==> src/hdl/fws_map.vh <==
`ifndef FWS_MAP_VH
`define FWS_MAP_VH
// ==========================================================
// clock and flash bus timing
`define FWS_CLK_NS 10
`define FWS_T_ACC_NS 70
`define FWS_T_WP_NS 35
`define FWS_T_REC_NS 20
`define FWS_SYNC_CYC 3
// least times round up to whole cycles
`define FWS_ACC_CYC ((`FWS_T_ACC_NS + `FWS_CLK_NS - 1) / `FWS_CLK_NS + `FWS_SYNC_CYC)
`define FWS_WP_CYC ((`FWS_T_WP_NS + `FWS_CLK_NS - 1) / `FWS_CLK_NS)
`define FWS_REC_CYC ((`FWS_T_REC_NS + `FWS_CLK_NS - 1) / `FWS_CLK_NS)
// ==========================================================
// register offsets (byte addresses)
`define FWS_REG_CTRL 8'h00
`define FWS_REG_ADDR 8'h04
`define FWS_REG_WDATA 8'h08
`define FWS_REG_STATUS 8'h0C
`define FWS_REG_IRQ_STAT 8'h10
`define FWS_REG_IRQ_MASK 8'h14
// ctrl fields
`define FWS_CTRL_OP_LSB 0
`define FWS_CTRL_SKIP_BIT 4
// operation codes
`define FWS_OP_READ 3'h0
`define FWS_OP_WRITE 3'h1
`define FWS_OP_POLL 3'h2
`define FWS_OP_ERASE_ADD 3'h3
`define FWS_OP_RESET 3'h4
`define FWS_OP_ABORT_RST 3'h5
// result codes
`define FWS_RES_OK 3'h0
`define FWS_RES_TIMEOUT 3'h1
`define FWS_RES_ABORT 3'h2
`define FWS_RES_REJECT 3'h3
`define FWS_RES_MAYBE_REJ 3'h4
// status data bit positions
`define FWS_BIT_POLLING 7
`define FWS_BIT_TOGGLE 6
`define FWS_BIT_TIMEOUT 5
`define FWS_BIT_ERASE_TMR 3
`define FWS_BIT_SECT_TOG 2
`define FWS_BIT_BUF_ABORT 1
// flash command words
`define FWS_CMD_RESET 16'h00F0
`define FWS_CMD_UNLOCK1 16'h00AA
`define FWS_CMD_UNLOCK2 16'h0055
`define FWS_CMD_SECT_ERASE 16'h0030
`define FWS_ADR_UNLOCK1 22'h000555
`define FWS_ADR_UNLOCK2 22'h0002AA
// reset values
`define FWS_RST_CTRL 5'h00
`define FWS_RST_MASK 5'h00
`endif

==> src/hdl/fws_cyc.v <==
`timescale 1ns/100ps
`default_nettype none
// ==========================================================
// one asynchronous flash bus cycle, read or write
module fws_cyc (
   // clock and reset
   input wire sys_clk,
   input wire sys_rst,
   // request and answer
   input wire start,
   input wire wr,
   input wire [21:0] addr,
   input wire [15:0] wdata,
   output reg done,
   output reg [15:0] rdata,
   // flash pins
   output reg flash_ce_n,
   output reg flash_oe_n,
   output reg flash_we_n,
   output reg [21:0] flash_addr,
   output reg [15:0] flash_dq_o,
   output reg flash_dq_oe,
   input wire [15:0] flash_dq_i
);
`include "fws_map.vh"

   localparam C_IDLE = 3'd0;
   localparam C_SETUP = 3'd1;
   localparam C_PULSE = 3'd2;
   localparam C_SAMP = 3'd3;
   localparam C_REC = 3'd4;
   // cycle counts cut to the counter width on purpose
   localparam [31:0] ACC_CYC_I = `FWS_ACC_CYC;
   localparam [31:0] WP_CYC_I = `FWS_WP_CYC;
   localparam [31:0] REC_CYC_I = `FWS_REC_CYC;
   localparam [3:0] ACC_CYC = ACC_CYC_I[3:0];
   localparam [3:0] WP_CYC = WP_CYC_I[3:0];
   localparam [3:0] REC_CYC = REC_CYC_I[3:0];

   reg [2:0] st_r;
   reg [3:0] cnt_r;
   reg wr_r;
   reg [15:0] dq1_r, dq2_r, dq3_r;

   // three-stage sampling of the data pins
   always @(posedge sys_clk) begin
      dq1_r <= flash_dq_i;
      dq2_r <= dq1_r;
      dq3_r <= dq2_r;
   end

   // cycle sequencer
   always @(posedge sys_clk) begin
      if (sys_rst) begin
         st_r <= C_IDLE;
         cnt_r <= 4'h0;
         wr_r <= 1'b0;
         done <= 1'b0;
         rdata <= 16'h0000;
         flash_ce_n <= 1'b1;
         flash_oe_n <= 1'b1;
         flash_we_n <= 1'b1;
         flash_addr <= 22'h000000;
         flash_dq_o <= 16'h0000;
         flash_dq_oe <= 1'b0;
      end else begin
         done <= 1'b0;
         case (st_r)
            C_IDLE: begin
               if (start) begin
                  wr_r <= wr;
                  flash_addr <= addr;
                  flash_dq_o <= wdata;
                  flash_dq_oe <= wr;
                  flash_ce_n <= 1'b0;
                  st_r <= C_SETUP;
               end
            end
            C_SETUP: begin
               flash_oe_n <= wr_r;
               flash_we_n <= ~wr_r;
               cnt_r <= wr_r ? WP_CYC : ACC_CYC;
               st_r <= C_PULSE;
            end
            C_PULSE: begin
               if (cnt_r > 4'h1) begin
                  cnt_r <= cnt_r - 4'h1;
               end else if (wr_r) begin
                  flash_we_n <= 1'b1;
                  flash_ce_n <= 1'b1;
                  cnt_r <= REC_CYC;
                  st_r <= C_REC;
               end else begin
                  st_r <= C_SAMP;
               end
            end
            C_SAMP: begin
               // take data once the last two stages agree
               if (dq2_r == dq3_r) begin
                  rdata <= dq3_r;
                  flash_oe_n <= 1'b1;
                  flash_ce_n <= 1'b1;
                  cnt_r <= REC_CYC;
                  st_r <= C_REC;
               end
            end
            C_REC: begin
               flash_dq_oe <= 1'b0;
               if (cnt_r > 4'h1) begin
                  cnt_r <= cnt_r - 4'h1;
               end else begin
                  done <= 1'b1;
                  st_r <= C_IDLE;
               end
            end
            default: st_r <= C_IDLE;
         endcase
      end
   end
endmodule
`default_nettype wire

==> src/hdl/fws_host.v <==
// How it works
// (RULE1) device sets timeout flag when an operation overruns its pulse limit
// (RULE2) programming a 1 over a 0 may halt and end in timeout flag
// (RULE3) programming only clears bits; only erase sets them back to 1
// (RULE4) after timeout host writes reset command; device returns to read
// (RULE5) erase timer flag 0 during acceptance window, 1 after; restarts per sector
// (RULE6) host may skip erase timer checks if sector commands come under 50 us
// (RULE7) with erase timer flag 1 only suspend is accepted; with 0 more sectors
// (RULE8) host checks erase timer flag before and after each added sector
// (RULE9) buffer abort flag set on abort; host issues abort-reset sequence
// (RULE10) polling and sector toggle reads use programmed or erasing-sector address
// (RULE11) write-buffer polling uses the last loaded buffer address
// (RULE12) ready_busy_n low while program or erase runs, high otherwise
// (RULE13) toggle bit inverts each read while busy, stops when finished
// (RULE14) while busy, reads return status bits instead of array data
`timescale 1ns/100ps
`default_nettype none
module fws_host (
   // clock and reset
   input wire sys_clk,
   input wire sys_rst,
   // apb slave
   input wire psel,
   input wire penable,
   input wire pwrite,
   input wire [7:0] paddr,
   input wire [31:0] pwdata,
   output reg [31:0] prdata,
   output reg pready,
   output reg pslverr,
   // interrupt
   output reg irq,
   // flash pins
   output wire flash_ce_n,
   output wire flash_oe_n,
   output wire flash_we_n,
   output wire [21:0] flash_addr,
   output wire [15:0] flash_dq_o,
   output wire flash_dq_oe,
   input wire [15:0] flash_dq_i,
   input wire ready_busy_n
);
`include "fws_map.vh"

   localparam S_IDLE = 4'd0;
   localparam S_RD = 4'd1;
   localparam S_WR = 4'd2;
   localparam S_P1 = 4'd3;
   localparam S_P2 = 4'd4;
   localparam S_P3 = 4'd5;
   localparam S_P4 = 4'd6;
   localparam S_SEQ = 4'd7;
   localparam S_E1 = 4'd8;
   localparam S_E2 = 4'd9;
   localparam S_E3 = 4'd10;

   // ==========================================================
   // command sequences: kind 0 reset, kind 1 abort-reset
   function [1:0] seq_last;
      input kind;
      seq_last = kind ? 2'd2 : 2'd0;
   endfunction

   function [21:0] seq_addr;
      input kind;
      input [1:0] idx;
      seq_addr = (kind && idx == 2'd1) ? `FWS_ADR_UNLOCK2 : `FWS_ADR_UNLOCK1;
   endfunction

   function [15:0] seq_data;
      input kind;
      input [1:0] idx;
      if (!kind || idx == 2'd2) begin
         seq_data = `FWS_CMD_RESET;
      end else if (idx == 2'd0) begin
         seq_data = `FWS_CMD_UNLOCK1;
      end else begin
         seq_data = `FWS_CMD_UNLOCK2;
      end
   endfunction

   // ==========================================================
   // registers and state
   reg [4:0] ctrl_r;
   reg [21:0] addr_r;
   reg [15:0] wdata_r;
   reg [4:0] stat_r;
   reg [4:0] mask_r;
   reg start_r;
   reg [3:0] st_r;
   reg [2:0] res_r;
   reg fin_r;
   reg [15:0] last_r;
   reg [15:0] first_r;
   reg seq_kind_r;
   reg [1:0] seq_idx_r;
   reg go_r;
   reg go_wr_r;
   reg [21:0] go_addr_r;
   reg [15:0] go_data_r;
   reg rb1_r, rb2_r, rb3_r, rb_r, rb_rise_r;
   wire cyc_done;
   wire [15:0] cyc_rdata;
   wire busy;
   wire acc;
   wire hit;
   wire [4:0] ev;
   wire [4:0] stat_nxt;
   wire [2:0] op;
   wire skip;

   assign busy = (st_r != S_IDLE) | start_r;
   assign acc = psel & penable & pready;
   assign op = ctrl_r[`FWS_CTRL_OP_LSB +: 3];
   assign skip = ctrl_r[`FWS_CTRL_SKIP_BIT];
   assign hit = (paddr == `FWS_REG_CTRL) | (paddr == `FWS_REG_ADDR) | (paddr == `FWS_REG_WDATA) |
                (paddr == `FWS_REG_STATUS) | (paddr == `FWS_REG_IRQ_STAT) | (paddr == `FWS_REG_IRQ_MASK);

   // ==========================================================
   // bus cycle engine
   fws_cyc u_cyc (
      .sys_clk(sys_clk),
      .sys_rst(sys_rst),
      .start(go_r),
      .wr(go_wr_r),
      .addr(go_addr_r),
      .wdata(go_data_r),
      .done(cyc_done),
      .rdata(cyc_rdata),
      .flash_ce_n(flash_ce_n),
      .flash_oe_n(flash_oe_n),
      .flash_we_n(flash_we_n),
      .flash_addr(flash_addr),
      .flash_dq_o(flash_dq_o),
      .flash_dq_oe(flash_dq_oe),
      .flash_dq_i(flash_dq_i)
   );

   // ready/busy pin: three flops, level taken when last two agree
   always @(posedge sys_clk) begin
      rb1_r <= ready_busy_n;
      rb2_r <= rb1_r;
      rb3_r <= rb2_r;
      if (sys_rst) begin
         rb_r <= 1'b1;
         rb_rise_r <= 1'b0;
      end else begin
         rb_rise_r <= (rb2_r == rb3_r) & rb3_r & ~rb_r; // RULE12
         if (rb2_r == rb3_r) begin
            rb_r <= rb3_r;
         end
      end
   end

   // ==========================================================
   // interrupt events: done, timeout, abort, erase reject, ready rise
   assign ev = {rb_rise_r,
                fin_r & ((res_r == `FWS_RES_REJECT) | (res_r == `FWS_RES_MAYBE_REJ)),
                fin_r & (res_r == `FWS_RES_ABORT),
                fin_r & (res_r == `FWS_RES_TIMEOUT),
                fin_r};
   // set wins over write-one-to-clear
   assign stat_nxt = (stat_r & ~((acc & pwrite & (paddr == `FWS_REG_IRQ_STAT)) ? pwdata[4:0] : 5'h00)) | ev;

   // apb slave: no wait states, registered answer
   always @(posedge sys_clk) begin
      if (sys_rst) begin
         ctrl_r <= `FWS_RST_CTRL;
         addr_r <= 22'h000000;
         wdata_r <= 16'h0000;
         mask_r <= `FWS_RST_MASK;
         stat_r <= 5'h00;
         start_r <= 1'b0;
         pready <= 1'b0;
         pslverr <= 1'b0;
         prdata <= 32'h00000000;
         irq <= 1'b0;
      end else begin
         pready <= psel & ~penable & ~pready;
         pslverr <= psel & ~penable & ~pready & ~hit;
         stat_r <= stat_nxt;
         irq <= |(stat_nxt & mask_r);
         start_r <= 1'b0;
         if (psel & ~penable & ~pready) begin
            case (paddr)
               `FWS_REG_CTRL: prdata <= {27'h0000000, ctrl_r};
               `FWS_REG_ADDR: prdata <= {10'h000, addr_r};
               `FWS_REG_WDATA: prdata <= {16'h0000, wdata_r};
               `FWS_REG_STATUS: prdata <= {last_r, 11'h000, res_r, rb_r, busy};
               `FWS_REG_IRQ_STAT: prdata <= {27'h0000000, stat_r};
               `FWS_REG_IRQ_MASK: prdata <= {27'h0000000, mask_r};
               default: prdata <= 32'h00000000;
            endcase
         end
         if (acc & pwrite) begin
            case (paddr)
               `FWS_REG_CTRL: begin
                  // a command written while busy is dropped
                  if (!busy) begin
                     ctrl_r <= pwdata[4:0];
                     start_r <= 1'b1;
                  end
               end
               `FWS_REG_ADDR: addr_r <= pwdata[21:0];
               `FWS_REG_WDATA: wdata_r <= pwdata[15:0];
               `FWS_REG_IRQ_MASK: mask_r <= pwdata[4:0];
               default: ;
            endcase
         end
      end
   end

   // ==========================================================
   // operation sequencer
   always @(posedge sys_clk) begin
      if (sys_rst) begin
         st_r <= S_IDLE;
         res_r <= `FWS_RES_OK;
         fin_r <= 1'b0;
         last_r <= 16'h0000;
         first_r <= 16'h0000;
         seq_kind_r <= 1'b0;
         seq_idx_r <= 2'd0;
         go_r <= 1'b0;
         go_wr_r <= 1'b0;
         go_addr_r <= 22'h000000;
         go_data_r <= 16'h0000;
      end else begin
         go_r <= 1'b0;
         fin_r <= 1'b0;
         if (cyc_done) begin
            last_r <= cyc_rdata;
         end
         case (st_r)
            S_IDLE: begin
               if (start_r) begin
                  go_r <= 1'b1;
                  go_addr_r <= addr_r; // RULE10 RULE11
                  go_data_r <= wdata_r;
                  go_wr_r <= 1'b0;
                  res_r <= `FWS_RES_OK;
                  seq_idx_r <= 2'd0;
                  case (op)
                     `FWS_OP_READ: st_r <= S_RD;
                     `FWS_OP_WRITE: begin
                        go_wr_r <= 1'b1;
                        st_r <= S_WR;
                     end
                     `FWS_OP_POLL: st_r <= S_P1;
                     `FWS_OP_ERASE_ADD: begin
                        if (skip) begin
                           go_wr_r <= 1'b1; // RULE6
                           go_data_r <= `FWS_CMD_SECT_ERASE;
                           st_r <= S_E2;
                        end else begin
                           st_r <= S_E1;
                        end
                     end
                     `FWS_OP_RESET, `FWS_OP_ABORT_RST: begin
                        seq_kind_r <= (op == `FWS_OP_ABORT_RST);
                        go_go_seq(op);
                     end
                     default: begin
                        go_r <= 1'b0;
                        fin_r <= 1'b1;
                     end
                  endcase
               end
            end
            S_RD, S_WR: begin
               if (cyc_done) begin
                  fin_r <= 1'b1;
                  st_r <= S_IDLE;
               end
            end
            // toggle algorithm: two reads, compare toggle bit
            S_P1, S_P3: begin
               if (cyc_done) begin
                  first_r <= cyc_rdata;
                  go_r <= 1'b1;
                  st_r <= (st_r == S_P1) ? S_P2 : S_P4;
               end
            end
            S_P2: begin
               if (cyc_done) begin
                  go_r <= 1'b1;
                  if (cyc_rdata[`FWS_BIT_TOGGLE] == first_r[`FWS_BIT_TOGGLE]) begin
                     go_r <= 1'b0; // RULE13 RULE14
                     fin_r <= 1'b1;
                     st_r <= S_IDLE;
                  end else if (cyc_rdata[`FWS_BIT_BUF_ABORT]) begin
                     res_r <= `FWS_RES_ABORT; // RULE9
                     seq_kind_r <= 1'b1;
                     go_wr_r <= 1'b1;
                     go_addr_r <= seq_addr(1'b1, 2'd0);
                     go_data_r <= seq_data(1'b1, 2'd0);
                     st_r <= S_SEQ;
                  end else begin
                     // timeout flag seen: recheck, toggle may just have stopped
                     st_r <= cyc_rdata[`FWS_BIT_TIMEOUT] ? S_P3 : S_P1; // RULE1 RULE2
                  end
               end
            end
            S_P4: begin
               if (cyc_done) begin
                  if (cyc_rdata[`FWS_BIT_TOGGLE] == first_r[`FWS_BIT_TOGGLE]) begin
                     fin_r <= 1'b1;
                     st_r <= S_IDLE;
                  end else begin
                     res_r <= `FWS_RES_TIMEOUT; // RULE4
                     seq_kind_r <= 1'b0;
                     go_r <= 1'b1;
                     go_wr_r <= 1'b1;
                     go_addr_r <= seq_addr(1'b0, 2'd0);
                     go_data_r <= seq_data(1'b0, 2'd0);
                     st_r <= S_SEQ;
                  end
               end
            end
            S_SEQ: begin
               if (cyc_done) begin
                  if (seq_idx_r == seq_last(seq_kind_r)) begin
                     fin_r <= 1'b1;
                     st_r <= S_IDLE;
                  end else begin
                     go_r <= 1'b1;
                     go_addr_r <= seq_addr(seq_kind_r, seq_idx_r + 2'd1);
                     go_data_r <= seq_data(seq_kind_r, seq_idx_r + 2'd1);
                     seq_idx_r <= seq_idx_r + 2'd1;
                  end
               end
            end
            // added sector: check erase timer flag before and after
            S_E1: begin
               if (cyc_done) begin
                  if (cyc_rdata[`FWS_BIT_ERASE_TMR]) begin
                     res_r <= `FWS_RES_REJECT; // RULE7 RULE8
                     fin_r <= 1'b1;
                     st_r <= S_IDLE;
                  end else begin
                     go_r <= 1'b1;
                     go_wr_r <= 1'b1;
                     go_data_r <= `FWS_CMD_SECT_ERASE; // RULE5
                     st_r <= S_E2;
                  end
               end
            end
            S_E2: begin
               if (cyc_done) begin
                  if (skip) begin
                     fin_r <= 1'b1;
                     st_r <= S_IDLE;
                  end else begin
                     go_r <= 1'b1;
                     go_wr_r <= 1'b0;
                     st_r <= S_E3;
                  end
               end
            end
            S_E3: begin
               if (cyc_done) begin
                  if (cyc_rdata[`FWS_BIT_ERASE_TMR]) begin
                     res_r <= `FWS_RES_MAYBE_REJ; // RULE8
                  end
                  fin_r <= 1'b1;
                  st_r <= S_IDLE;
               end
            end
            default: st_r <= S_IDLE;
         endcase
      end
   end

   // start a reset or abort-reset sequence from idle
   task go_go_seq;
      input [2:0] o;
      begin
         go_wr_r <= 1'b1;
         go_addr_r <= seq_addr(o == `FWS_OP_ABORT_RST, 2'd0);
         go_data_r <= seq_data(o == `FWS_OP_ABORT_RST, 2'd0);
         st_r <= S_SEQ;
      end
   endtask
endmodule
`default_nettype wire

==> config.mk <==
export PLATFORM = sky130hd
export DESIGN_NAME = fws_host
export DESIGN_NICKNAME = d
export VERILOG_FILES = /design/src/hdl/fws_cyc.v /design/src/hdl/fws_host.v
export VERILOG_INCLUDE_DIRS = /design/src /design/src/hdl
export SDC_FILE = /design/constraint.sdc
export NUM_CORES = 1
export LEC_CHECK = 0
export BUFFER_PORTS_ARGS = -buffer_cell sky130_fd_sc_hd__buf_4
export CORE_ASPECT_RATIO = 1.1
export CORE_MARGIN = 8
export CORE_UTILIZATION = 33
export DETAILED_ROUTE_END_ITERATION = 10
export PLACE_DENSITY = 0.5
export SLEW_MARGIN = 20
export SYNTH_ARGS = -nofsm -noshare
export SYNTH_HDL_FRONTEND = slang
export SYNTH_SLANG_ARGS = --single-unit
==> constraint.sdc <==
create_clock -name sys_clk -period 4.2 [get_ports sys_clk]
set_input_delay 0.42 -clock sys_clk [delete_from_list [all_inputs] [get_ports sys_clk]]
set_output_delay 0.42 -clock sys_clk [all_outputs]
set_load 0.01 [all_outputs]
==> report_table.html, run 1 <==
<table>
<tr><th>Metric</th><th>Value</th></tr>
<tr><th colspan="2">Run</th></tr>
<tr><td>Count of maximum capacitance violations</td><td>0</td></tr>
<tr><th colspan="2">Floorplan</th></tr>
<tr><td>Count of boundary I/O pins</td><td>139</td></tr>
<tr><td>Initial Util</td><td>33.4%</td></tr>
<tr><td>Standard-cell rows</td><td>70</td></tr>
<tr><td>Die outline width</td><td>191 um</td></tr>
<tr><td>Die Footprint</td><td>0.0396 mm2</td></tr>
<tr><td>Core region area</td><td>0.0331 mm2</td></tr>
<tr><td>Height of the chip</td><td>208 um</td></tr>
<tr><th colspan="2">Setup path</th></tr>
<tr><td>Worst setup path class</td><td>reg -&gt; reg</td></tr>
<tr><td>Signal arrival time at the worst endpoint</td><td>3.22 ns</td></tr>
<tr><td>Number of buffer and inverter instances along the worst setup path</td><td>0</td></tr>
<tr><td>Critical path startpoint category</td><td>register</td></tr>
<tr><td>Largest delay contributor family on the critical path</td><td>compound AO/OA/AOI/OAI gates</td></tr>
<tr><td>Worst setup slack for register-to-register paths</td><td>1.42 ns</td></tr>
<tr><td>Reg2reg path depth</td><td>4</td></tr>
<tr><td>Crit path cell chain</td><td>a211oi_1 -&gt; o21ai_2 -&gt; nand3_2 -&gt; a221oi_1</td></tr>
<tr><td>Capturing element type of the critical path</td><td>register</td></tr>
<tr><td>Destination of the worst register-to-register timing path</td><td>go_addr_r[1]</td></tr>
<tr><td>Slowest cell on the critical path</td><td>dfxtp_1</td></tr>
<tr><td>Endpoint required time on the critical path</td><td>4.64 ns</td></tr>
<tr><td>Stage delay of the slowest cell on the critical path</td><td>0.80 ns</td></tr>
<tr><td>Reg-to-Reg Start</td><td>st_r[1]</td></tr>
<tr><td>Maximum fanout along the worst path</td><td>23</td></tr>
<tr><th colspan="2">Clock network</th></tr>
<tr><td># Post-CTS Setup Buffers</td><td>0</td></tr>
<tr><td>Number of clock sinks</td><td>277</td></tr>
<tr><td>Number of buffers created by CTS</td><td>30</td></tr>
<tr><td>Post_cts resized</td><td>0</td></tr>
<tr><td>Clock latency on the worst-skew pair</td><td>0.55 ns</td></tr>
<tr><td>Clock-pin slew of the registers on the worst-case setup and hold paths</td><td>0.07 ns</td></tr>
<tr><td>Cts-stage hold buffer count</td><td>17</td></tr>
<tr><td>Root buf cell</td><td>clkbuf_16</td></tr>
<tr><td>CTS tree</td><td>yes</td></tr>
<tr><td>Level count of the clock H-tree</td><td>1</td></tr>
<tr><td>Worst-case clock buffer depth</td><td>3</td></tr>
<tr><th colspan="2">Route</th></tr>
<tr><td>Total vias in the final route</td><td>9174</td></tr>
<tr><td>Initial DRC count</td><td>539</td></tr>
<tr><td>Average wire length per cell after detail routing</td><td>17.6 um</td></tr>
<tr><td>Final routed DRC violation total</td><td>0</td></tr>
<tr><td>Number of optimization iterations in the first detailed-route pass</td><td>6</td></tr>
<tr><td>Number of vias per cell after detailed routing</td><td>5.10</td></tr>
<tr><td>Final Routed Wirelength</td><td>31700 um</td></tr>
<tr><td>Number of routed nets with antenna violations</td><td>0</td></tr>
<tr><th colspan="2">Worst hold path</th></tr>
<tr><td>Worst Hold Launch</td><td>pwdata[6]</td></tr>
<tr><td>Number of instances on the worst hold path</td><td>3</td></tr>
<tr><td>Terminating pin of the worst hold path</td><td>addr_r[6]</td></tr>
<tr><td>Kind of path behind the tightest hold check</td><td>in -&gt; reg</td></tr>
<tr><th colspan="2">Timing</th></tr>
<tr><td>Final Skew</td><td>0.0163 ns</td></tr>
<tr><td>Minimum clock period</td><td>2.78 ns</td></tr>
<tr><td>Worst rel slew slack</td><td>31.7%</td></tr>
<tr><td>Final setup margin</td><td>1.42 ns</td></tr>
<tr><td>Period Utilization, post-route</td><td>66.1%</td></tr>
<tr><td>Final number of max-transition violations</td><td>0</td></tr>
<tr><td>RSZ-0062 raised after global routing</td><td>false</td></tr>
<tr><td>Setup TNS after final layout</td><td>0 ns</td></tr>
<tr><td>Final Setup Violations</td><td>0</td></tr>
<tr><td>F_max</td><td>360 MHz</td></tr>
<tr><td>Least-Margin Pin Slew</td><td>1.02 ns</td></tr>
<tr><td>Minimum hold slack</td><td>0.122 ns</td></tr>
<tr><td>Number of failing hold endpoints at the final stage</td><td>0</td></tr>
<tr><th colspan="2">Logic synthesis</th></tr>
<tr><td>Seq/Total Area, Yosys</td><td>50.2%</td></tr>
<tr><td>Syn avg cell area</td><td>8.89 um2</td></tr>
<tr><td>EDFF count, synth</td><td>0</td></tr>
<tr><td>Number of synthesis warnings</td><td>0</td></tr>
<tr><td>Distinct cell type count of the synthesized netlist</td><td>77</td></tr>
<tr><td>Post-synthesis async set-or-reset flop share</td><td>0%</td></tr>
<tr><td>Main synth FF type</td><td>dfxtp_1</td></tr>
<tr><td>Summed instance area of the synthesized netlist</td><td>0.0111 mm2</td></tr>
<tr><td>Synth Instances</td><td>1244</td></tr>
<tr><td>Post-synthesis sequential element count</td><td>277</td></tr>
<tr><td>Post-Synthesis Net Count</td><td>1312</td></tr>
<tr><th colspan="2">Place</th></tr>
<tr><td>Placement Setup Slack</td><td>1.45 ns</td></tr>
<tr><td>Global placer's final weighted congestion</td><td>0.831</td></tr>
<tr><td>Port-buffer cells</td><td>128</td></tr>
<tr><td>Post-detailed-placement half-perimeter wirelength</td><td>21800 um</td></tr>
<tr><td>Count of placed standard cells including taps</td><td>1732</td></tr>
<tr><td>Post-DP Area</td><td>0.0123 mm2</td></tr>
<tr><th colspan="2">Final layout</th></tr>
<tr><td>Area used by multi-input combinational logic</td><td>0.00500 mm2</td></tr>
<tr><td>Number of antenna cells inserted</td><td>0</td></tr>
<tr><td>Share of layout cells above drive strength 1</td><td>16.6%</td></tr>
<tr><td>Total number of nets in the final design</td><td>1417</td></tr>
<tr><td>Fillcell total</td><td>3385</td></tr>
<tr><td>Core occupancy in the finished layout</td><td>40.7%</td></tr>
<tr><td>Reg area</td><td>0.00555 mm2</td></tr>
<tr><td>Top library cells by usage in the layout, fill and taps aside</td><td>dfxtp_1 (277), nand2_1 (195), buf_4 (149), a21oi_1 (130), nor2_1 (84)</td></tr>
<tr><td>Post-layout instance count excluding filler cells</td><td>1800</td></tr>
<tr><td>Relative area change from synthesis to final layout</td><td>21.8%</td></tr>
<tr><td>Post-route standard cell area excluding fillers</td><td>0.0135 mm2</td></tr>
<tr><td>Commonest non-fill, non-tap cell in the layout</td><td>dfxtp_1</td></tr>
<tr><th colspan="2">Global route</th></tr>
<tr><td>Via count of the first global-routing pass</td><td>9125</td></tr>
<tr><td>Global route total overflow</td><td>0</td></tr>
<tr><td>First-pass GRT wire length</td><td>51100 um</td></tr>
<tr><td>Global-route usage over all layers</td><td>15.6%</td></tr>
<tr><td>Pin count of the biggest net entering global routing</td><td>89</td></tr>
<tr><td>Number of antenna violations at the first check in global routing</td><td>0</td></tr>
<tr><th colspan="2">Power</th></tr>
<tr><td>Worst IR Drop VDD</td><td>0.353 mV</td></tr>
<tr><td>Static leakage</td><td>5.08 nW</td></tr>
<tr><td>PnR Total Power</td><td>6.31 mW</td></tr>
<tr><td>Power density of the placed cells</td><td>468 mW/mm2</td></tr>
<tr><th colspan="2">Run status</th></tr>
<tr><td>Result of the run</td><td>complete, no violations</td></tr>
</table>
## layer usage
metal,GRT usage [%],wire length [um]
met1,21.9,15400
met2,24.4,13900
met3,2.79,1760
met4,4.01,690
met5,0,0
## how the worst max path moves through the flow
stage               slack [ns]            to  startpoint  cells past startpoint
finish                    1.42  go_addr_r[1]     st_r[1]                      4
global route              1.17  go_addr_r[2]     st_r[1]                      4
CTS                       1.44  go_addr_r[9]     st_r[1]                      4
detailed placement        1.45    addr_r[17]    paddr[0]                      8
global placement          1.48    addr_r[19]    paddr[0]                      8
floorplan                 2.20   wdata_r[10]    paddr[0]                      7
## sequential cells by signal, indices dropped and copies added (netlist names), 16 cells and up
register,count
addr_r,22
go_addr_r,22
go_data_r,16
last_r,16
prdata,32
u_cyc.dq1_r,16
u_cyc.dq2_r,16
u_cyc.dq3_r,16
u_cyc.flash_addr,22
u_cyc.flash_dq_o,16
u_cyc.rdata,16
wdata_r,16
## layout make-up
class,instances,share of cell area (%)
clock buffer,43,6.69
clock inverter,8,0.511
inverter,32,0.892
multi-input combinational,842,37.1
sequential,277,41.2
tap,432,4.01
timing repair buffer,166,9.57
## report_power, final
part / switching [mW] / internal, mW
combinational: 0.567 / 0.331
clock: 1.03 / 1.53
sequential: 0.112 / 2.73
## worst min-delay path, stage by stage
cell     delay [ns]
buf_4          0.11
nand2_1        0.05
a21oi_1        0.05
## logic make-up (layout without fill, tap and decap cells)
group | Yosys count | count (layout) | synth area share, %
XOR/XNOR | 19 | 19 | 1.57
flip-flops | 277 | 277 | 50.2
AND/OR/NAND/NOR | 425 | 425 | 18.3
AO/OA/AOI/OAI | 321 | 321 | 18.0
buffers and inverters | 125 | 249 | 4.82
multiplexers | 71 | 71 | 6.47
adder cells (fa/ha/maj) | 6 | 6 | 0.679
## synthesized netlist by cell type, types with 4 or more instances
| cell type | n | area [um2] |
|---|---|---|
| nand2_1 | 195 | 732 |
| nor2b_1 | 6 | 37.5 |
| o21ai_0 | 74 | 370 |
| a22oi_1 | 22 | 165 |
| o21bai_1 | 4 | 30.0 |
| a31oi_1 | 4 | 25.0 |
| xor2_1 | 17 | 149 |
| o311a_1 | 8 | 80.1 |
| a41o_1 | 8 | 80.1 |
| and3b_1 | 4 | 35.0 |
| dfxtp_1 | 277 | 5550 |
| mux2i_1 | 67 | 671 |
| a311oi_1 | 5 | 43.8 |
| a21boi_0 | 4 | 30.0 |
| a221oi_1 | 16 | 140 |
| mux2_2 | 4 | 45.0 |
| or3_1 | 4 | 25.0 |
| and2_1 | 6 | 37.5 |
| nand3_1 | 50 | 250 |
| a21o_1 | 4 | 30.0 |
| inv_1 | 32 | 120 |
| o221ai_1 | 4 | 35.0 |
| a21oi_1 | 130 | 651 |
| nor4_1 | 8 | 50.1 |
| a211oi_1 | 7 | 52.6 |
| nor3b_1 | 8 | 60.1 |
| nor3_1 | 10 | 50.1 |
| nand2b_1 | 7 | 43.8 |
| ha_1 | 6 | 75.1 |
| clkbuf_1 | 63 | 236 |
| nor2_1 | 85 | 319 |
| buf_2 | 26 | 130 |
| nand4_1 | 5 | 31.3 |
Power figures use the tool's default switching activity.
==> inputs of run 2 (changes only) <==
--- a/config.mk
+++ b/config.mk
@@ -11,7 +11,7 @@
 export CORE_MARGIN = 8
 export CORE_UTILIZATION = 33
 export DETAILED_ROUTE_END_ITERATION = 10
-export PLACE_DENSITY = 0.5
+export PLACE_DENSITY = 0.52
 export SLEW_MARGIN = 20
 export SYNTH_ARGS = -nofsm -noshare
 export SYNTH_HDL_FRONTEND = slang
==> constraint.sdc (replaced) <==
create_clock -name sys_clk -period 2.3 [get_ports sys_clk]
set_input_delay 0.23 -clock sys_clk [delete_from_list [all_inputs] [get_ports sys_clk]]
set_output_delay 0.23 -clock sys_clk [all_outputs]
set_load 0.01 [all_outputs]
==> report_table.html, run 2 (synthesized netlist as in run 1, its figures left out) <==
<table>
<tr><th>Metric</th><th>Value</th></tr>
<tr><th colspan="2">Run status</th></tr>
<tr><td>Result of the run</td><td>complete, no violations</td></tr>
<tr><th colspan="2">Run</th></tr>
<tr><td>Count of maximum capacitance violations</td><td>0</td></tr>
<tr><th colspan="2">Final layout</th></tr>
<tr><td>Commonest non-fill, non-tap cell in the layout</td><td>dfxtp_1</td></tr>
<tr><td>Top library cells by usage in the layout, fill and taps aside</td><td>dfxtp_1 (277), nand2_1 (195), buf_4 (187), a21oi_1 (130), nor2_1 (85)</td></tr>
<tr><td>Post-layout instance count excluding filler cells</td><td>1861</td></tr>
<tr><td>Relative area change from synthesis to final layout</td><td>26.6%</td></tr>
<tr><td>Number of antenna cells inserted</td><td>0</td></tr>
<tr><td>Register ranked first by flip-flop count</td><td>prdata</td></tr>
<tr><td>Core occupancy in the finished layout</td><td>42.3%</td></tr>
<tr><td>Flip-flop count of the largest register after layout</td><td>32</td></tr>
<tr><td>Total number of nets in the final design</td><td>1482</td></tr>
<tr><td>Share of layout cells above drive strength 1</td><td>18.4%</td></tr>
<tr><td>Post-route standard cell area excluding fillers</td><td>0.0140 mm2</td></tr>
<tr><th colspan="2">Timing</th></tr>
<tr><td>Number of failing hold endpoints at the final stage</td><td>0</td></tr>
<tr><td>Worst rel slew slack</td><td>52.5%</td></tr>
<tr><td>Setup TNS after final layout</td><td>0 ns</td></tr>
<tr><td>RSZ-0062 raised after global routing</td><td>false</td></tr>
<tr><td>Final setup margin</td><td>0.146 ns</td></tr>
<tr><td>Final Skew</td><td>0.0238 ns</td></tr>
<tr><td>Period Utilization, post-route</td><td>93.6%</td></tr>
<tr><td>Final Setup Violations</td><td>0</td></tr>
<tr><td>Least-Margin Pin Slew</td><td>0.711 ns</td></tr>
<tr><td>Final number of max-transition violations</td><td>0</td></tr>
<tr><td>F_max</td><td>464 MHz</td></tr>
<tr><td>Minimum clock period</td><td>2.15 ns</td></tr>
<tr><th colspan="2">Clock network</th></tr>
<tr><td># Post-CTS Setup Buffers</td><td>0</td></tr>
<tr><td>Number of clock sinks</td><td>277</td></tr>
<tr><td>Root buf cell</td><td>clkbuf_16</td></tr>
<tr><td>Clock-pin slew of the registers on the worst-case setup and hold paths</td><td>0.06 ns</td></tr>
<tr><td>Number of buffers created by CTS</td><td>29</td></tr>
<tr><td>CTS tree</td><td>yes</td></tr>
<tr><td>Level count of the clock H-tree</td><td>1</td></tr>
<tr><td>Clock latency on the worst-skew pair</td><td>0.56 ns</td></tr>
<tr><td>Worst-case clock buffer depth</td><td>3</td></tr>
<tr><th colspan="2">Power</th></tr>
<tr><td>Power density of the placed cells</td><td>828 mW/mm2</td></tr>
<tr><td>Static leakage</td><td>5.36 nW</td></tr>
<tr><td>Worst IR Drop VDD</td><td>0.584 mV</td></tr>
<tr><th colspan="2">Worst hold path</th></tr>
<tr><td>Worst Hold Launch</td><td>paddr[3]</td></tr>
<tr><td>Kind of path behind the tightest hold check</td><td>in -&gt; reg</td></tr>
<tr><td>Terminating pin of the worst hold path</td><td>pslverr</td></tr>
<tr><td>Number of instances on the worst hold path</td><td>3</td></tr>
<tr><th colspan="2">Global route</th></tr>
<tr><td>Global route total overflow</td><td>0</td></tr>
<tr><td>Met1 Use GR</td><td>22.0%</td></tr>
<tr><td>Most used routing layer in global routing</td><td>met2</td></tr>
<tr><td>First-pass GRT wire length</td><td>51100 um</td></tr>
<tr><td>Pin count of the biggest net entering global routing</td><td>129</td></tr>
<tr><td>Met3 GRT Util</td><td>2.99%</td></tr>
<tr><td>Via count of the first global-routing pass</td><td>9179</td></tr>
<tr><td>Global-route usage over all layers</td><td>15.6%</td></tr>
<tr><td>Met2 demand-to-capacity share in global routing</td><td>24.0%</td></tr>
<tr><td>Number of antenna violations at the first check in global routing</td><td>0</td></tr>
<tr><th colspan="2">Route</th></tr>
<tr><td>Number of routed nets with antenna violations</td><td>0</td></tr>
<tr><td>Total vias in the final route</td><td>9398</td></tr>
<tr><td>Average wire length per cell after detail routing</td><td>17.3 um</td></tr>
<tr><td>Final Routed Wirelength</td><td>32200 um</td></tr>
<tr><td>Number of optimization iterations in the first detailed-route pass</td><td>5</td></tr>
<tr><td>Initial DRC count</td><td>669</td></tr>
<tr><td>Number of vias per cell after detailed routing</td><td>5.05</td></tr>
<tr><td>Final routed DRC violation total</td><td>0</td></tr>
<tr><th colspan="2">Floorplan</th></tr>
<tr><td>Standard-cell rows</td><td>70</td></tr>
<tr><td>Core region area</td><td>0.0331 mm2</td></tr>
<tr><td>Die Footprint</td><td>0.0396 mm2</td></tr>
<tr><td>Count of boundary I/O pins</td><td>139</td></tr>
<tr><td>Die outline width</td><td>191 um</td></tr>
<tr><td>Initial Util</td><td>33.4%</td></tr>
<tr><td>Height of the chip</td><td>208 um</td></tr>
<tr><th colspan="2">Place</th></tr>
<tr><td>Placement Setup Slack</td><td>0.0626 ns</td></tr>
<tr><td>Count of placed standard cells including taps</td><td>1775</td></tr>
<tr><td>Post-DP Area</td><td>0.0127 mm2</td></tr>
<tr><td>Port-buffer cells</td><td>128</td></tr>
<tr><td>Post-detailed-placement half-perimeter wirelength</td><td>22500 um</td></tr>
<tr><td>Global placer's final weighted congestion</td><td>0.850</td></tr>
<tr><th colspan="2">Setup path</th></tr>
<tr><td>Worst setup path class</td><td>reg -&gt; reg</td></tr>
<tr><td>Critical path startpoint category</td><td>register</td></tr>
<tr><td>Slowest cell on the critical path</td><td>dfxtp_1</td></tr>
<tr><td>Worst setup slack for register-to-register paths</td><td>0.15 ns</td></tr>
<tr><td>Number of buffer and inverter instances along the worst setup path</td><td>1</td></tr>
<tr><td>Endpoint required time on the critical path</td><td>2.70 ns</td></tr>
<tr><td>Crit path cell chain</td><td>or3b_2 -&gt; a21oi_2 -&gt; o32ai_1 -&gt; nor4_1 -&gt; buf_4 -&gt; a221oi_1</td></tr>
<tr><td>Signal arrival time at the worst endpoint</td><td>2.55 ns</td></tr>
<tr><td>Maximum fanout along the worst path</td><td>14</td></tr>
<tr><td>Stage delay of the slowest cell on the critical path</td><td>0.61 ns</td></tr>
<tr><td>Destination of the worst register-to-register timing path</td><td>go_data_r[3]</td></tr>
<tr><td>Largest delay contributor family on the critical path</td><td>simple AND/OR/NAND/NOR gates</td></tr>
<tr><td>Capturing element type of the critical path</td><td>register</td></tr>
<tr><td>Reg-to-Reg Start</td><td>st_r[3]</td></tr>
<tr><td>Reg2reg path depth</td><td>6</td></tr>
</table>
==> run 2: cell types whose count changed in the layout (fill, tap and decap cells not counted), moves of 5 or more <==
cell           delta
buf_12            +5
dlygate4sd3_1    +23
clkbuf_8          -5
buf_4            +38
==> run 2: worst max path at each step <==
stage | to | startpoint | depth (start not counted) | slack [ns]
4_1_cts | go_addr_r[8] | st_r[0] | 6 | 0.01
6_report | go_data_r[3] | st_r[3] | 6 | 0.15
3_3_place_gp | go_addr_r[10] | st_r[0] | 6 | 0.09
3_5_place_dp | go_addr_r[8] | st_r[0] | 6 | 0.06
2_1_floorplan | wdata_r[10] | paddr[0] | 7 | 0.49
5_1_grt | go_data_r[3] | st_r[3] | 6 | 0.04
==> run 2: area by class of cell <==
class                      count  area, um2
fill                        3358      19100
sequential                   277       5550
multi-input combinational    842       5000
timing repair buffer         232       1900
clock buffer                  38        790
tap                          432        541
inverter                      32        120
clock inverter                 8       96.3
==> run 2: timing repair <==
action	4_1_cts	5_1_grt
hold buffers	40	0
gates resized for setup	0	1
endpoints found under the setup margin	0	6
endpoints found under the hold margin	74	0
==> run 2: worst reg2reg max path, stage by stage (launching register included) <==
cell and delay (ns):
dfxtp_1 0.61, or3b_2 0.54, a21oi_2 0.25, o32ai_1 0.12, nor4_1 0.23, buf_4 0.17, a221oi_1 0.06
==> run 2: metal layers <==
layer	vias up	routed length [um]
met5	-	0
met4	0	788
met3	52	1770
met2	238	14300
met1	4395	15300
li1	4713	-
==> run 2: power breakdown <==
part	switching, mW	internal (mW)	leakage, nW
clock network	1.90	2.60	0.435
logic	1.12	0.832	2.67
registers	0.139	4.99	2.25
total	3.16	8.43	5.36
==> run 2: metrics by stage <==
step | hold WS, ns | power [mW]
2_1_floorplan | 0.258 | 6.36
3_3_place_gp | 0.310 | 7.11
5_1_grt | 0.0590 | 12.1
6_report | 0.0525 | 11.6
3_5_place_dp | 0.312 | 7.12
4_1_cts | 0.0291 | 11.7
==> inputs of run 3 (changes only) <==
--- a/config.mk
+++ b/config.mk
@@ -11,7 +11,7 @@
 export CORE_MARGIN = 8
 export CORE_UTILIZATION = 33
 export DETAILED_ROUTE_END_ITERATION = 10
-export PLACE_DENSITY = 0.52
+export PLACE_DENSITY = 0.5
 export SLEW_MARGIN = 20
 export SYNTH_ARGS = -nofsm -noshare
 export SYNTH_HDL_FRONTEND = slang
==> constraint.sdc (replaced) <==
create_clock -name sys_clk -period 2.5 [get_ports sys_clk]
set_input_delay 0.25 -clock sys_clk [delete_from_list [all_inputs] [get_ports sys_clk]]
set_output_delay 0.25 -clock sys_clk [all_outputs]
set_load 0.01 [all_outputs]
==> report_table.html, run 3 (synthesized netlist as in run 1, its figures left out) <==
<table>
<tr><th>Metric</th><th>Value</th></tr>
<tr><th colspan="2">Route</th></tr>
<tr><td>Number of vias per cell after detailed routing</td><td>5.10</td></tr>
<tr><td>Average wire length per cell after detail routing</td><td>17.4 um</td></tr>
<tr><td>Final routed DRC violation total</td><td>0</td></tr>
<tr><td>Final Routed Wirelength</td><td>32300 um</td></tr>
<tr><td>Total vias in the final route</td><td>9494</td></tr>
<tr><td>Number of optimization iterations in the first detailed-route pass</td><td>5</td></tr>
<tr><td>Number of routed nets with antenna violations</td><td>0</td></tr>
<tr><td>Initial DRC count</td><td>529</td></tr>
<tr><th colspan="2">Clock network</th></tr>
<tr><td>Worst-case clock buffer depth</td><td>3</td></tr>
<tr><td>Cts-stage hold buffer count</td><td>39</td></tr>
<tr><td>Clock latency on the worst-skew pair</td><td>0.54 ns</td></tr>
<tr><td>CTS tree</td><td>yes</td></tr>
<tr><td>Number of clock sinks</td><td>277</td></tr>
<tr><td>Post_cts resized</td><td>0</td></tr>
<tr><td>Clock-pin slew of the registers on the worst-case setup and hold paths</td><td>0.07 ns</td></tr>
<tr><td>Number of buffers created by CTS</td><td>30</td></tr>
<tr><td>Root buf cell</td><td>clkbuf_16</td></tr>
<tr><td>Level count of the clock H-tree</td><td>1</td></tr>
<tr><td># Post-CTS Setup Buffers</td><td>0</td></tr>
<tr><th colspan="2">Global route</th></tr>
<tr><td>Most used routing layer in global routing</td><td>met2</td></tr>
<tr><td>Global route total overflow</td><td>0</td></tr>
<tr><td>Met2 demand-to-capacity share in global routing</td><td>24.5%</td></tr>
<tr><td>Global-route usage over all layers</td><td>15.7%</td></tr>
<tr><td>First-pass GRT wire length</td><td>51600 um</td></tr>
<tr><td>Number of antenna violations at the first check in global routing</td><td>0</td></tr>
<tr><td>Via count of the first global-routing pass</td><td>9203</td></tr>
<tr><td>Met1 Use GR</td><td>22.0%</td></tr>
<tr><td>Met3 GRT Util</td><td>2.74%</td></tr>
<tr><td>Pin count of the biggest net entering global routing</td><td>47</td></tr>
<tr><th colspan="2">Final layout</th></tr>
<tr><td>Flip-flop count of the largest register after layout</td><td>32</td></tr>
<tr><td>Register ranked first by flip-flop count</td><td>prdata</td></tr>
<tr><td>Total number of nets in the final design</td><td>1474</td></tr>
<tr><td>Relative area change from synthesis to final layout</td><td>27.1%</td></tr>
<tr><td>Top library cells by usage in the layout, fill and taps aside</td><td>dfxtp_1 (277), nand2_1 (195), buf_4 (183), a21oi_1 (130), nor2_1 (85)</td></tr>
<tr><td>Commonest non-fill, non-tap cell in the layout</td><td>dfxtp_1</td></tr>
<tr><td>Share of layout cells above drive strength 1</td><td>18.4%</td></tr>
<tr><td>Reg area</td><td>0.00555 mm2</td></tr>
<tr><td>Fillcell total</td><td>3359</td></tr>
<tr><td>Number of antenna cells inserted</td><td>0</td></tr>
<tr><td>Area used by multi-input combinational logic</td><td>0.00500 mm2</td></tr>
<tr><th colspan="2">Timing</th></tr>
<tr><td>Final setup margin</td><td>0.205 ns</td></tr>
<tr><td>Period Utilization, post-route</td><td>91.8%</td></tr>
<tr><td>RSZ-0062 raised after global routing</td><td>false</td></tr>
<tr><td>F_max</td><td>436 MHz</td></tr>
<tr><td>Worst rel slew slack</td><td>46.2%</td></tr>
<tr><td>Final number of max-transition violations</td><td>0</td></tr>
<tr><td>Least-Margin Pin Slew</td><td>0.800 ns</td></tr>
<tr><td>Number of failing hold endpoints at the final stage</td><td>0</td></tr>
<tr><td>Setup TNS after final layout</td><td>0 ns</td></tr>
<tr><td>Final Setup Violations</td><td>0</td></tr>
<tr><td>Final Skew</td><td>0.00961 ns</td></tr>
<tr><td>Minimum clock period</td><td>2.29 ns</td></tr>
<tr><th colspan="2">Setup path</th></tr>
<tr><td>Worst setup path class</td><td>reg -&gt; reg</td></tr>
<tr><td>Endpoint required time on the critical path</td><td>2.87 ns</td></tr>
<tr><td>Critical path startpoint category</td><td>register</td></tr>
<tr><td>Capturing element type of the critical path</td><td>register</td></tr>
<tr><td>Maximum fanout along the worst path</td><td>17</td></tr>
<tr><td>Signal arrival time at the worst endpoint</td><td>2.67 ns</td></tr>
<tr><th colspan="2">Floorplan</th></tr>
<tr><td>Core region area</td><td>0.0331 mm2</td></tr>
<tr><td>Initial Util</td><td>33.4%</td></tr>
<tr><td>Die Footprint</td><td>0.0396 mm2</td></tr>
<tr><td>Standard-cell rows</td><td>70</td></tr>
<tr><td>Height of the chip</td><td>208 um</td></tr>
<tr><td>Count of boundary I/O pins</td><td>139</td></tr>
<tr><td>Die outline width</td><td>191 um</td></tr>
<tr><th colspan="2">Power</th></tr>
<tr><td>Static leakage</td><td>5.39 nW</td></tr>
<tr><td>Power density of the placed cells</td><td>791 mW/mm2</td></tr>
<tr><td>Worst IR Drop VDD</td><td>0.627 mV</td></tr>
<tr><th colspan="2">Run status</th></tr>
<tr><td>Result of the run</td><td>complete, no violations</td></tr>
<tr><th colspan="2">Place</th></tr>
<tr><td>Post-detailed-placement half-perimeter wirelength</td><td>23000 um</td></tr>
<tr><td>Global placer's final weighted congestion</td><td>0.896</td></tr>
<tr><td>Placement Setup Slack</td><td>0.259 ns</td></tr>
<tr><td>Port-buffer cells</td><td>128</td></tr>
<tr><th colspan="2">Run</th></tr>
<tr><td>Count of maximum capacitance violations</td><td>0</td></tr>
<tr><th colspan="2">Worst hold path</th></tr>
<tr><td>Kind of path behind the tightest hold check</td><td>in -&gt; reg</td></tr>
</table>
==> run 3: cell count changes in the layout (fill, tap and decap cells not counted), sizes merged <==
cell         change
bufinv           +2
clkinv           -1
clkbuf           +7
dlygate4sd3      -1
buf              -8
==> run 3: layout make-up <==
| class | instances | area share (%) |
|---|---|---|
| well taps | 432 | 3.84 |
| clock inverters | 9 | 1.08 |
| multi-input cells | 842 | 35.6 |
| repair buffers | 223 | 12.7 |
| inverters | 32 | 0.854 |
| clock buffers | 45 | 6.53 |
| flip-flops and latches | 277 | 39.4 |
==> run 3: path summary, 6_finish.rpt <==
path | start | endpoint | slack, ns | cells after the start
hold reg to reg | u_cyc.dq1_r[11] | u_cyc.dq2_r[11] | 0.32 | 0
setup / recovery | st_r[1] | go_addr_r[0] | 0.21 | 4
setup reg to reg | st_r[1] | go_addr_r[0] | 0.21 | 4
hold / removal | paddr[3] | pslverr | 0.11 | 3
==> run 3: power by group <==
group	switching [mW]	total [mW]	internal (mW)	leakage, nW
clock	1.75	4.68	2.93	0.526
sequential	0.157	4.75	4.59	2.25
combinational	0.996	1.68	0.687	2.61
==> run 3: stage by stage <==
step | total power [mW] | util (%) | cells | hold slack, ns | cell area (um2)
detailed placement | 6.46 | 38.1 | 1767 | 0.312 | 12600
global placement | 6.46 | 38.1 | 1767 | 0.312 | 12600
CTS | 11.2 | 42.5 | 1860 | 0.0852 | 14100
finish | 11.1 | 42.5 | 1860 | 0.105 | 14100
global route | 11.6 | 42.5 | 1860 | 0.116 | 14100
floorplan | 5.85 | - | 1244 | 0.278 | 11100
==> run 3: critical path, cell delays in order, from the launching register on <==
cell	delay (ns)
dfxtp_1	0.68
a211oi_1	0.18
o21a_1	0.38
nor3_1	0.72
a221oi_1	0.16
==> run 3: per-layer routing <==
layer	share of wire (%)	wire (um)
met5	0	0
met4	2.7	882
met3	5.1	1660
met2	44	14100
met1	48	15700
